[config.mk]
export PLATFORM = sky130hd
export DESIGN_NAME = pit_core
export DESIGN_NICKNAME = d
export VERILOG_FILES = /design/src/inc/pit_pkg.sv /design/src/hw/pit_core.sv /design/src/hw/pit_mode_cost.sv
export VERILOG_INCLUDE_DIRS = /design/src /design/src/inc
export SDC_FILE = /design/constraint.sdc
export NUM_CORES = 1
export LEC_CHECK = 0
export BUFFER_PORTS_ARGS = -buffer_cell sky130_fd_sc_hd__buf_2
export CAP_MARGIN = 10
export CORE_ASPECT_RATIO = 1.75
export CORE_MARGIN = 2
export CORE_UTILIZATION = 49
export CTS_CLUSTER_SIZE = 12
export DETAILED_ROUTE_END_ITERATION = 8
export PLACE_DENSITY_LB_ADDON = 0.12
export RECOVER_POWER = 100
export SYNTH_ARGS = -nofsm -noshare
export SYNTH_HDL_FRONTEND = slang
export SYNTH_SLANG_ARGS = --single-unit
[constraint.sdc]
create_clock -name mclk -period 4 [get_ports mclk]
set_input_delay 1 -clock mclk [delete_from_list [all_inputs] [get_ports mclk]]
set_output_delay 1 -clock mclk [all_outputs]
set_load 0.02 [all_outputs]
[src/inc/pit_consts.svh]
`ifndef PIT_CONSTS_SVH
`define PIT_CONSTS_SVH
// processor cycle = two clock phases
`define PIT_PHASES_PER_CYCLE 2
`define PIT_STALL_ADJACENT 4'h2
`define PIT_STALL_GAP_ONE 4'h1
`define PIT_CYC_CHECK 8'h08
`define PIT_CYC_DEC_ILK 8'h04
`define PIT_CYC_BLK_SINGLE 8'h07
`define PIT_CYC_STR_SINGLE 8'h08
`define PIT_CYC_BLK_REP_BASE 8'h05
`define PIT_CYC_BLK_REP_STEP 8'h04
`define PIT_CYC_STR_REP_BASE 8'h04
`define PIT_CYC_STR_REP_STEP 8'h05
`define PIT_DIVW_C1 8'h05
`define PIT_DIVW_C2 8'h07
`define PIT_DIVW_C3 8'h19
`define PIT_LONG_SIGNED_QUOTIENT_C1 8'h04
`define PIT_LONG_SIGNED_QUOTIENT_C2 8'h06
`define PIT_LONG_SIGNED_QUOTIENT_C3 8'h26
`define PIT_REGS 16
`endif

[src/inc/pit_pkg.sv]
package pit_pkg;
  typedef enum logic [1:0] {
    pit_rep_compact = 2'h0,
    pit_rep_segmented = 2'h1,
    pit_rep_linear = 2'h2
  } pit_rep_t;
  typedef enum logic [2:0] {
    pit_am_reg = 3'h0,
    pit_am_imm = 3'h1,
    pit_am_register_pointer_mode = 3'h2,
    pit_am_direct_address_mode = 3'h3,
    pit_am_indexed = 3'h4,
    pit_am_base = 3'h5,
    pit_am_pointer_plus_index_mode = 3'h6,
    pit_am_pc_relative_mode = 3'h7
  } pit_am_t;
  // relative-indexed has no code above; flagged separately
  typedef enum logic [3:0] {
    pit_op_simple = 4'h0,
    pit_op_bounds_check = 4'h1,
    pit_op_decrement_interlocked = 4'h2,
    pit_op_div = 4'h3,
    pit_op_block_compare = 4'h4,
    pit_op_string_compare = 4'h5,
    pit_op_repeat_block = 4'h6,
    pit_op_repeat_string = 4'h7
  } pit_op_t;
  typedef struct packed {
    logic valid;
    pit_op_t op;
    logic [7:0] op_cycles;
    pit_am_t mode;
    logic rel_indexed;
    logic imm_long;
    logic [1:0] ext_words;
    logic is_long;
    logic [1:0] div_case;
    logic [7:0] iters;
    logic multi_write;
    logic [15:0] wr_mask;
    logic [15:0] ac_mask;
  } pit_instr_t;
endpackage

[src/hw/pit_core.sv]
`include "pit_consts.svh"
`timescale 1ns/1ps
`default_nettype none
module pit_core
(
  // clock and reset
  input wire logic mclk,
  input wire logic srst,
  // decoded instruction entering address calculation
  input wire pit_pkg::pit_instr_t ac_instr,
  input wire pit_pkg::pit_rep_t rep,
  // cache reference interlock from outside
  input wire logic cache_interlock,
  // pipeline control
  output logic cycle_en,
  output logic hold_front,
  output logic advance_back,
  output logic [3:0] stall_left,
  // timing report for the instruction accepted
  output logic time_valid,
  output logic [15:0] exec_time,
  output logic mode_illegal,
  output logic cache_bypass
);
  import pit_pkg::*;

  // ****************************************
  // processor cycle enable
  // ****************************************
  logic phase_q;
  always_ff @(posedge mclk)
  begin
    if (srst)
      phase_q <= 1'b0;
    else
      phase_q <= ~phase_q;
  end
  // two phases make one processor cycle
  assign cycle_en = phase_q;

  // ****************************************
  // interlock detection
  // ****************************************
  // writers one and two cycles ahead of address calculation
  pit_instr_t ex1_q;
  pit_instr_t ex2_q;

  function automatic logic [15:0] pit_writes(input pit_instr_t i);
    // multi-register writers cover every register
    pit_writes = !i.valid ? 16'h0000 :
                 i.multi_write ? 16'hffff : i.wr_mask;
  endfunction

  // masks are per longword register, so byte/word parts fold in
  wire [15:0] hit1 = pit_writes(ex1_q) & ac_instr.ac_mask;
  wire [15:0] hit2 = pit_writes(ex2_q) & ac_instr.ac_mask;
  wire ilk_adj = ac_instr.valid && (|hit1);
  wire ilk_gap = ac_instr.valid && (|hit2);
  wire [3:0] stall_need = ilk_adj ? `PIT_STALL_ADJACENT :
                          ilk_gap ? `PIT_STALL_GAP_ONE : 4'h0;

  logic [3:0] stall_q;
  logic [3:0] stall_d;
  wire stalling = (stall_q != 4'h0);
  wire fresh = ac_instr.valid && !stalling;
  // a fresh request is checked once; stall counts down per cycle
  always_comb
  begin
    stall_d = stall_q;
    if (cycle_en)
    begin
      if (stalling)
        stall_d = stall_q - 4'h1;
      else if (fresh && !cache_interlock && stall_need != 4'h0)
        // the detecting cycle is itself held, so load one less
        stall_d = stall_need - 4'h1;
    end
  end

  // only one instruction waits per source of delay
  assign hold_front = stalling || cache_interlock ||
                      (fresh && stall_need != 4'h0);
  // later stages keep flowing so the blocking write lands
  assign advance_back = cycle_en;
  assign stall_left = stall_q;

  wire accept = cycle_en && ac_instr.valid && !hold_front;
  // bubbles enter the back stages while the front is held
  wire pit_instr_t ex_in = accept ? ac_instr : '0;

  always_ff @(posedge mclk)
  begin
    if (srst)
    begin
      stall_q <= 4'h0;
      ex1_q <= '0;
      ex2_q <= '0;
    end
    else
    begin
      stall_q <= stall_d;
      if (cycle_en)
      begin
        ex1_q <= ex_in;
        ex2_q <= ex1_q;
      end
    end
  end

  // ****************************************
  // execution time
  // ****************************************
  logic [7:0] mode_cost;
  logic illegal_w;
  pit_mode_cost u_mode_cost
  (
    .mode(ac_instr.mode),
    .rel_indexed(ac_instr.rel_indexed),
    .imm_long(ac_instr.imm_long),
    .ext_words(ac_instr.ext_words),
    .rep(rep),
    .cost(mode_cost),
    .illegal(illegal_w)
  );

  wire [15:0] it = {8'h00, ac_instr.iters};
  wire [15:0] blk_rep = {8'h00, `PIT_CYC_BLK_REP_BASE} +
                        16'(it * {8'h00, `PIT_CYC_BLK_REP_STEP});
  wire [15:0] str_rep = {8'h00, `PIT_CYC_STR_REP_BASE} +
                        16'(it * {8'h00, `PIT_CYC_STR_REP_STEP});
  wire [7:0] div_w = (ac_instr.div_case == 2'h0) ? `PIT_DIVW_C1 :
                     (ac_instr.div_case == 2'h1) ? `PIT_DIVW_C2 :
                     `PIT_DIVW_C3;
  wire [7:0] div_l = (ac_instr.div_case == 2'h0) ? `PIT_LONG_SIGNED_QUOTIENT_C1 :
                     (ac_instr.div_case == 2'h1) ? `PIT_LONG_SIGNED_QUOTIENT_C2 :
                     `PIT_LONG_SIGNED_QUOTIENT_C3;
  wire [15:0] mc = {8'h00, mode_cost};

  logic [15:0] time_d;
  always_comb
  begin
    unique case (ac_instr.op)
      pit_op_simple: time_d = {8'h00, ac_instr.op_cycles} + mc;
      pit_op_bounds_check: time_d = {8'h00, `PIT_CYC_CHECK} + mc;
      pit_op_decrement_interlocked:
        time_d = {8'h00, `PIT_CYC_DEC_ILK};
      pit_op_div:
        time_d = {8'h00, ac_instr.is_long ? div_l : div_w} + mc;
      pit_op_block_compare:
        time_d = {8'h00, `PIT_CYC_BLK_SINGLE};
      pit_op_string_compare:
        time_d = {8'h00, `PIT_CYC_STR_SINGLE};
      pit_op_repeat_block: time_d = blk_rep;
      pit_op_repeat_string: time_d = str_rep;
      default: time_d = {8'h00, ac_instr.op_cycles} + mc;
    endcase
  end

  always_ff @(posedge mclk)
  begin
    if (srst)
    begin
      time_valid <= 1'b0;
      exec_time <= 16'h0000;
      mode_illegal <= 1'b0;
      cache_bypass <= 1'b0;
    end
    else
    begin
      time_valid <= accept;
      if (accept)
      begin
        exec_time <= time_d;
        mode_illegal <= illegal_w;
        // operand fetch treated as a miss
        cache_bypass <= (ac_instr.op == pit_op_decrement_interlocked);
      end
    end
  end
endmodule
`default_nettype wire

[src/hw/pit_mode_cost.sv]
`timescale 1ns/1ps
`default_nettype none
module pit_mode_cost
(
  // decode
  input wire pit_pkg::pit_am_t mode,
  input wire logic rel_indexed,
  input wire logic imm_long,
  input wire logic [1:0] ext_words,
  input wire pit_pkg::pit_rep_t rep,
  // result
  output logic [7:0] cost,
  output logic illegal
);
  import pit_pkg::*;
  wire compact = (rep == pit_rep_compact);
  wire multi_ext = (ext_words != 2'h1);
  always_comb
  begin
    cost = 8'h00;
    illegal = 1'b0;
    if (rel_indexed)
    begin
      cost = compact ? 8'h00 : 8'h02;
      illegal = compact;
    end
    else
    begin
      unique case (mode)
        pit_am_reg, pit_am_register_pointer_mode: cost = 8'h00;
        pit_am_imm: cost = imm_long ? 8'h01 : 8'h00;
        pit_am_direct_address_mode, pit_am_indexed:
          cost = (!compact && multi_ext) ? 8'h01 : 8'h00;
        pit_am_base:
          cost = (!compact && multi_ext) ? 8'h01 : 8'h00;
        pit_am_pointer_plus_index_mode:
          cost = (compact || multi_ext) ? 8'h02 : 8'h01;
        pit_am_pc_relative_mode: cost = 8'h01;
      endcase
    end
  end
endmodule
`default_nettype wire

==> results of run 1 <==
worst max-delay path, cell delays in order:
cell and delay [ns]:
clkbuf_1 1.05, inv_1 0.74, clkbuf_1 0.43, o21ai_0 0.19, mux2i_1 0.10
cell type report:
| class | count | area, um2 |
|---|---|---|
| fillers | 679 | 2830 |
| multi-input cells | 338 | 2230 |
| flip-flops and latches | 55 | 1100 |
| repair buffers | 97 | 463 |
| clock buffers | 7 | 133 |
| well taps | 84 | 105 |
| inverters | 12 | 45.0 |
| clock inverters | 1 | 5.00 |
through the flow:
step | util [%] | instances | hold slack (ns) | power [mW] | area, um2
CTS | 59.7 | 594 | 0.465 | 1.50 | 4120
global route | 59.0 | 594 | 0.489 | 1.56 | 4080
global placement | 57.7 | 586 | 0.443 | 1.08 | 3980
detailed placement | 57.7 | 586 | 0.455 | 1.09 | 3980
floorplan | - | 434 | 0.438 | 0.935 | 3520
finish | 59.0 | 594 | 0.462 | 1.49 | 4080
Yosys cell counts, drive strengths merged (2+ instances only):
library cell / number
a211oi: 10
a21o: 3
a21oi: 19
a221oi: 7
a22o: 7
a22oi: 2
a311oi: 2
a31oi: 3
a41oi: 4
and3: 2
and4: 2
buf: 15
clkbuf: 14
dfxtp: 55
fa: 2
ha: 23
inv: 12
mux2: 3
mux2i: 28
nand2: 65
nand2b: 4
nand3: 11
nand4: 6
nand4b: 2
nor2: 36
nor2b: 8
nor3: 6
nor3b: 2
nor4: 6
o21ai: 33
o21bai: 2
o22ai: 5
or3: 2
xnor2: 13
final timing paths:
kind | from | endpoint | slack [ns] | cells after the start
hold reg to reg | mode_illegal | mode_illegal | 0.46 | 2
setup reg to reg | ex1_q[19] | exec_time[1] | 1.54 | 7
setup / recovery | srst | exec_time[5] | 0.66 | 5
hold / removal | mode_illegal | mode_illegal | 0.46 | 2
per-layer routing:
metal / wire [um] / vias to the layer above
met4: 398 / 0
met5: 0 / -
met3: 397 / 30
met1: 3310 / 1602
li1: - / 1714
met2: 5260 / 106
registers in the layout, indices dropped and copies added, names as in the netlist:
name          count
mode_illegal      1
stall_left        4
ex1_q            18
cache_bypass      1
exec_time        11
time_valid        1
ex2_q            18
advance_back      1
power breakdown:
part           internal, mW  total [mW]  switching (mW)
logic                 0.181       0.458           0.277
registers             0.579       0.607          0.0277
clock network         0.232       0.420           0.188
total                 0.992        1.49           0.493
cells by family after synthesis:
kind of cell	after synthesis	synth area share, %
adders and majority gates	25	9.35
DFF	55	31.4
buffers and inverters	41	5.53
and+or+nand+nor	158	21.6
muxes	31	8.96
other	1	0.107
AOI/OAI and AO/OA	105	19.5
xor gates and xnor gates	14	3.50
==> impl_metrics.csv, run 1 <==
group,metric,value,unit
clock_network,cts_num_sinks,55,
power_and_ir_drop,vdd_drop_max,164,uV
clock_network,hold_buffers,0,
cells_and_area,mostFrequentLayoutCells,"nand2_1, buf_2, dfxtp_1",
clock_network,clock_latency,0.29,ns
timing,hold_violations,0,
synthesis,yosysTopAreaCellShare,31.4,%
synthesis,synth_area,3510,um2
grt,grtUsageTotal,24.7,%
grt,grt_max_degree,33,
synthesis,synthFlopType,"dfxtp_1",
worst_hold_path,min_path_type,"reg -> reg",
route,ant_nets,0,
synthesis,synth_largest_area_cell,"dfxtp_1",
timing,rsz0062_at_grt,"false",
clock_network,cts.repair.resized,0,
grt,grtUsageMet2,48.8,%
cells_and_area,num-nets-final,603,
synthesis,ys_seq_elements,55,
route,vias_per_cell,5.81,
synthesis,yosysWarnings,0,
cells_and_area,antenna_cells,0,
synthesis,synth-seq-area-share,31.4,%
timing,relSlewSlack,1.89,%
worst_setup_path,critPathKind,"in -> reg",
clock_network,cts_inserted_buffers,5,
floorplan,rows,40,
grt,grt_pass1_wl,14.9,mm
route,via_count,3452,
route,dr.pass1.iters,5,
grt,gr-max-usage-layer,"met2",
grt,antenna_found_initial,0,
worst_setup_path,worstPathRequired,4.17,ns
clock_network,cts_tree,"yes",
grt,grt_overflow,0,
route,drt_iter0_markers,182,
cells_and_area,drive_gt1_share,15.7,%
floorplan,fp.dieH,116,um
floorplan,die_area,7870,um2
grt,use_met3,3.01,%
floorplan,die_w,67.9,um
power_and_ir_drop,p_per_area,364,nW/um2
synthesis,synth_edf_count,0,
clock_network,post-cts-setup-buffer-count,0,
power_and_ir_drop,power.leakage,1.71,nW
floorplan,io_pins,95,
flow_run,maxCapViolations,0,
route,totalWireLength,9.37,mm
timing,finalCritPeriodShare,83.6,%
worst_setup_path,cp-end-kind,"flop",
place,detailedPlace.worstSlack,0.506,ns
clock_network,clk_pin_slew,0.06,ns
clock_network,htree_num_levels,2,
worst_setup_path,crit_fanout,32,
cells_and_area,layout_commonest_cell,"nand2_1",
place,dp_hpwl,7.45,mm
timing,max_freq,299,MHz
synthesis,avgSynthCellArea,8.15,um2
cells_and_area,area_growth,16.3,%
place,portBuffers,89,
timing,worst_slew_pin_slew,1.47,ns
floorplan,fp.coreArea,6910,um2
timing,setup_viol,0,
worst_setup_path,cp.arrival,3.52,ns
timing,layout_setup_ws,0.657,ns
synthesis,synthCells,430,
timing,period_needed,3.34,ns
route,drt-wirelength-per-cell,15.8,um
clock_network,cts_max_path_buffers,2,
timing,tns,0,ns
route,drc,0,
place,gp_congestion,0.910,
synthesis,ys_types,56,
clock_network,cts_root_buf,"clkbuf_16",
worst_setup_path,crit_path_start_kind,"input pin",
timing,fin_skew,0.00643,ns
synthesis,netlist_top_cells_area,"dfxtp_1, ha_1, mux2i_1",
grt,grt_pass1_vias,3385,
synthesis,async_reset_ff_share,0,%
grt,met1_usage,23.0,%
timing,slew_violations,0,
status,status,"complete, no violations",
floorplan,start_util,50.8,%
Power figures use the tool's default switching activity.
==> run 2, diff against run 1 <==
--- a/config.mk
+++ b/config.mk
@@ -10,7 +10,7 @@
 export CAP_MARGIN = 10
 export CORE_ASPECT_RATIO = 1.75
 export CORE_MARGIN = 2
-export CORE_UTILIZATION = 49
+export CORE_UTILIZATION = 48
 export CTS_CLUSTER_SIZE = 12
 export DETAILED_ROUTE_END_ITERATION = 8
 export PLACE_DENSITY_LB_ADDON = 0.12
==> constraint.sdc (replaced) <==
create_clock -name mclk -period 2.8 [get_ports mclk]
set_input_delay 0.7 -clock mclk [delete_from_list [all_inputs] [get_ports mclk]]
set_output_delay 0.7 -clock mclk [all_outputs]
set_load 0.02 [all_outputs]
==> impl_metrics.csv, run 2 (same netlist as run 1, synthesis figures left out) <==
group,metric,value,unit
status,status,"complete, no violations",
clock_network,clk_pin_slew,0.07,ns
clock_network,clock_latency,0.29,ns
grt,grt_max_degree,27,
timing,tns,0,ns
floorplan,die_w,68.6,um
place,portBuffers,89,
cells_and_area,reg_top3,"ex1_q (18), ex2_q (18), exec_time (11)",
place,dp_hpwl,7.91,mm
route,drt-wirelength-per-cell,15.6,um
clock_network,hold_buffers,0,
clock_network,cts_root_buf,"clkbuf_16",
grt,grt_pass1_wl,15.3,mm
floorplan,rows,41,
worst_hold_path,min_path_type,"reg -> reg",
cells_and_area,regArea,1100,um2
worst_setup_path,cp-end-kind,"primary output",
timing,worst_slew_pin_slew,0.826,ns
cells_and_area,multi_input_area,2260,um2
floorplan,start_util,49.2,%
timing,relSlewSlack,45.0,%
flow_run,maxCapViolations,0,
floorplan,die_area,8030,um2
floorplan,fp.dieH,117,um
cells_and_area,nFillCells,693,
grt,grt_pass1_vias,3458,
cells_and_area,drive_gt1_share,22.1,%
cells_and_area,layout_commonest_cell,"buf_2",
route,dr.pass1.iters,4,
clock_network,cts_inserted_buffers,5,
clock_network,cts.repair.resized,0,
clock_network,cts_num_sinks,55,
route,via_count,3542,
route,totalWireLength,9.77,mm
timing,finalCritPeriodShare,96.4,%
cells_and_area,antenna_cells,0,
timing,fin_hold_ws,0.463,ns
cells_and_area,area_growth,24.8,%
timing,setup_viol,0,
timing,hold_violations,0,
power_and_ir_drop,p_per_area,538,nW/um2
route,ant_nets,0,
power_and_ir_drop,vdd_drop_max,224,uV
worst_setup_path,crit_fanout,3,
grt,grtUsageTotal,25.3,%
cells_and_area,mostFrequentLayoutCells,"buf_2, nand2_1, dfxtp_1",
timing,max_freq,370,MHz
place,gp_congestion,0.956,
route,drt_iter0_markers,155,
clock_network,cts_tree,"yes",
cells_and_area,fin_area,4380,um2
worst_setup_path,worstPathRequired,2.10,ns
clock_network,htree_num_levels,2,
floorplan,fp.coreArea,7130,um2
power_and_ir_drop,total_power,2.35,mW
timing,fin_skew,0.00691,ns
worst_setup_path,crit_path_start_kind,"input pin",
timing,slew_violations,0,
worst_setup_path,cp.arrival,2.00,ns
clock_network,cts_max_path_buffers,2,
timing,period_needed,2.70,ns
grt,grt_overflow,0,
route,drc,0,
route,vias_per_cell,5.67,
worst_setup_path,critPathKind,"in -> out",
grt,antenna_found_initial,0,
timing,rsz0062_at_grt,"false",
place,post_dp_cell_area,4220,um2
power_and_ir_drop,power.leakage,1.87,nW
cells_and_area,num-nets-final,632,
floorplan,io_pins,95,
clock_network,post-cts-setup-buffer-count,0,
==> run 2: cell count changes in the layout (fill, tap and decap cells not counted), sizes merged <==
cell	before	now
bufinv	0	2
buf	69	97
clkinv	1	0
==> run 2: area by class of cell <==
type,instances,share of cell area [%]
flip-flops and latches,55,25.2
clock inverters,2,1.37
multi-input cells,338,51.6
repair buffers,126,15.5
well taps,86,2.46
inverters,12,1.03
clock buffers,6,2.94
==> run 2: final timing paths <==
| check | slack (ns) | start | to | cells past startpoint |
|---|---|---|---|---|
| setup / recovery | 0.10 | ac_instr[7] | hold_front | 7 |
| setup reg to reg | 0.41 | ex1_q[23] | exec_time[10] | 8 |
| hold reg to reg | 0.46 | exec_time[10] | exec_time[10] | 2 |
| hold / removal | 0.46 | exec_time[10] | exec_time[10] | 2 |
==> run 2: report_power, final <==
group,total (mW),internal [mW],switching (mW)
logic,0.707,0.299,0.408
clock network,0.780,0.513,0.268
registers,0.866,0.827,0.0383
total,2.35,1.64,0.714
==> run 2: metrics by stage <==
stage	worst slack, ns	instances	util [%]
3_5_place_dp	-0.225	617	59.2
2_1_floorplan	-0.0106	434	-
6_report	0.101	625	61.4
3_3_place_gp	-0.186	617	59.2
5_1_grt	0.00555	625	61.4
4_1_cts	0.0722	625	61.9
==> run 2: routing by layer <==
layer | vias to the layer above | GRT usage, % | share of wire, %
met5 | - | 0 | 0
met4 | 0 | 15.6 | 5.4
met3 | 35 | 2.58 | 3.1
met2 | 91 | 48.8 | 55
met1 | 1648 | 24.1 | 37
li1 | 1768 | - | -
==> run 2: worst max-delay path, stage by stage <==
cell and delay, ns:
clkbuf_1 0.11, a22o_1 0.23, a221oi_1 0.24, and4_1 0.29
a21o_1 0.14, nand4_1 0.11, buf_2 0.17
==> run 3, diff against run 2 <==
--- a/config.mk
+++ b/config.mk
@@ -13,7 +13,7 @@
 export CORE_UTILIZATION = 48
 export CTS_CLUSTER_SIZE = 12
 export DETAILED_ROUTE_END_ITERATION = 8
-export PLACE_DENSITY_LB_ADDON = 0.12
+export PLACE_DENSITY = 0.77
 export RECOVER_POWER = 100
 export SYNTH_ARGS = -nofsm -noshare
 export SYNTH_HDL_FRONTEND = slang
==> impl_metrics.csv, run 3 (same netlist as run 1, synthesis figures left out) <==
group,metric,value,unit
floorplan,die_w,68.6,um
timing,finalCritPeriodShare,97.4,%
grt,grtUsageTotal,25.9,%
clock_network,cts_max_path_buffers,2,
status,status,"complete, no violations",
place,gp_congestion,0.948,
timing,period_needed,2.73,ns
route,via_count,3593,
power_and_ir_drop,seqPwrFrac,39.6,%
power_and_ir_drop,p_per_area,508,nW/um2
route,drc,0,
power_and_ir_drop,p_sw_share,33.7,%
timing,relSlewSlack,24.2,%
grt,grt_pass1_wl,15.7,mm
flow_run,maxCapViolations,0,
place,dp_hpwl,7.86,mm
timing,fin_skew,0.00983,ns
timing,hold_violations,0,
route,drt-wirelength-per-cell,15.7,um
power_and_ir_drop,clkPwrFrac,28.5,%
timing,slew_violations,0,
worst_setup_path,worstPathRequired,2.10,ns
route,ant_nets,0,
route,drt_iter0_markers,255,
floorplan,rows,41,
route,dr.pass1.iters,4,
worst_setup_path,crit_path_start_kind,"input pin",
grt,grt_overflow,0,
cells_and_area,mostFrequentLayoutCells,"buf_2, nand2_1, dfxtp_1",
cells_and_area,final_cells,621,
power_and_ir_drop,power.leakage,1.84,nW
cells_and_area,antenna_cells,0,
cells_and_area,num-nets-final,628,
timing,max_freq,367,MHz
clock_network,cts_num_sinks,55,
power_and_ir_drop,internal_power,1.46,mW
grt,antenna_found_initial,0,
worst_setup_path,r2r_setup_slack,0.43,ns
cells_and_area,drive_gt1_share,22.4,%
clock_network,cts_inserted_buffers,5,
floorplan,io_pins,95,
worst_setup_path,cp.arrival,2.03,ns
clock_network,clk_pin_slew,0.07,ns
grt,grt_max_degree,26,
cells_and_area,reg_top3,"ex1_q (18), ex2_q (18), exec_time (11)",
floorplan,start_util,49.2,%
floorplan,die_area,8030,um2
timing,worst_slew_pin_slew,1.14,ns
worst_setup_path,cp-end-kind,"primary output",
route,totalWireLength,9.74,mm
power_and_ir_drop,vdd_drop_max,263,uV
place,portBuffers,89,
worst_setup_path,critPathKind,"in -> out",
clock_network,htree_num_levels,2,
place,placed_cells,611,
worst_hold_path,min_path_type,"reg -> reg",
power_and_ir_drop,comb_power_share,31.8,%
cells_and_area,layout_commonest_cell,"buf_2",
floorplan,fp.coreArea,7130,um2
timing,fin_hold_ws,0.459,ns
clock_network,hold_buffers,0,
grt,grt_pass1_vias,3528,
timing,setup_viol,0,
worst_setup_path,crit_fanout,3,
clock_network,cts_root_buf,"clkbuf_16",
floorplan,fp.dieH,117,um
cells_and_area,area_growth,23.2,%
power_and_ir_drop,p_sw,739,uW
clock_network,clock_latency,0.30,ns
clock_network,cts_tree,"yes",
route,vias_per_cell,5.79,
## run 3: critical path, cell delays in order
cell	delay [ns]
buf_2	0.12
a22o_1	0.23
a221oi_1	0.40
a41o_1	0.27
nand4_1	0.12
buf_2	0.18
## run 3: power by group through the flow
stage / Sequential, mW / Clock, mW / Combinational [mW]
after floorplan: 0.907 / 0 / 0.432
after global placement: 0.885 / 0 / 0.685
after detailed placement: 0.887 / 0 / 0.705
after CTS: 0.869 / 0.645 / 0.711
after global routing: 0.877 / 0.673 / 0.780
final: 0.870 / 0.626 / 0.698
## run 3: final timing paths
| kind | from | end | depth (start not counted) |
|---|---|---|---|
| max | ac_instr[5] | hold_front | 6 |
| min | exec_time[5] | exec_time[5] | 2 |
| max reg2reg | ex1_q[23] | mode_illegal | 8 |
| min reg2reg | exec_time[5] | exec_time[5] | 2 |
## run 3: through the flow
stage / setup slack [ns] / instance area [um2] / setup TNS [ns] / utilization [%] / total power [mW]
2_1_floorplan: -0.0106 / 3530 / -0.0106 / - / 1.34
3_3_place_gp: -0.191 / 4180 / -0.840 / 58.6 / 1.57
3_5_place_dp: -0.259 / 4180 / -1.39 / 58.6 / 1.59
4_1_cts: 0.0299 / 4330 / 0 / 60.7 / 2.22
5_1_grt: -0.0172 / 4320 / -0.0257 / 60.6 / 2.33
6_report: 0.0726 / 4320 / 0 / 60.6 / 2.19
## run 3: layer usage
layer	GRT usage, %	vias up	share of wire (%)
met4	16.7	0	4.4
met1	24.5	1697	35
met5	0	-	0
met2	48.7	107	57
met3	4.21	34	4.0
li1	-	1755	-
## run 3: cell type report
class,count,area [um2]
fill,679,2810
multi-input combinational,338,2270
sequential,55,1100
timing repair buffer,122,649
clock buffer,5,125
tap,86,108
inverter,12,45.0
clock inverter,3,22.5
## run 3: what timing repair did
item / 4_1_cts / 5_1_grt
endpoints found under the setup margin: 1 / 5
gates resized for setup: 1 / 8
buffers inserted: 0 / 1
pin swaps: 0 / 6
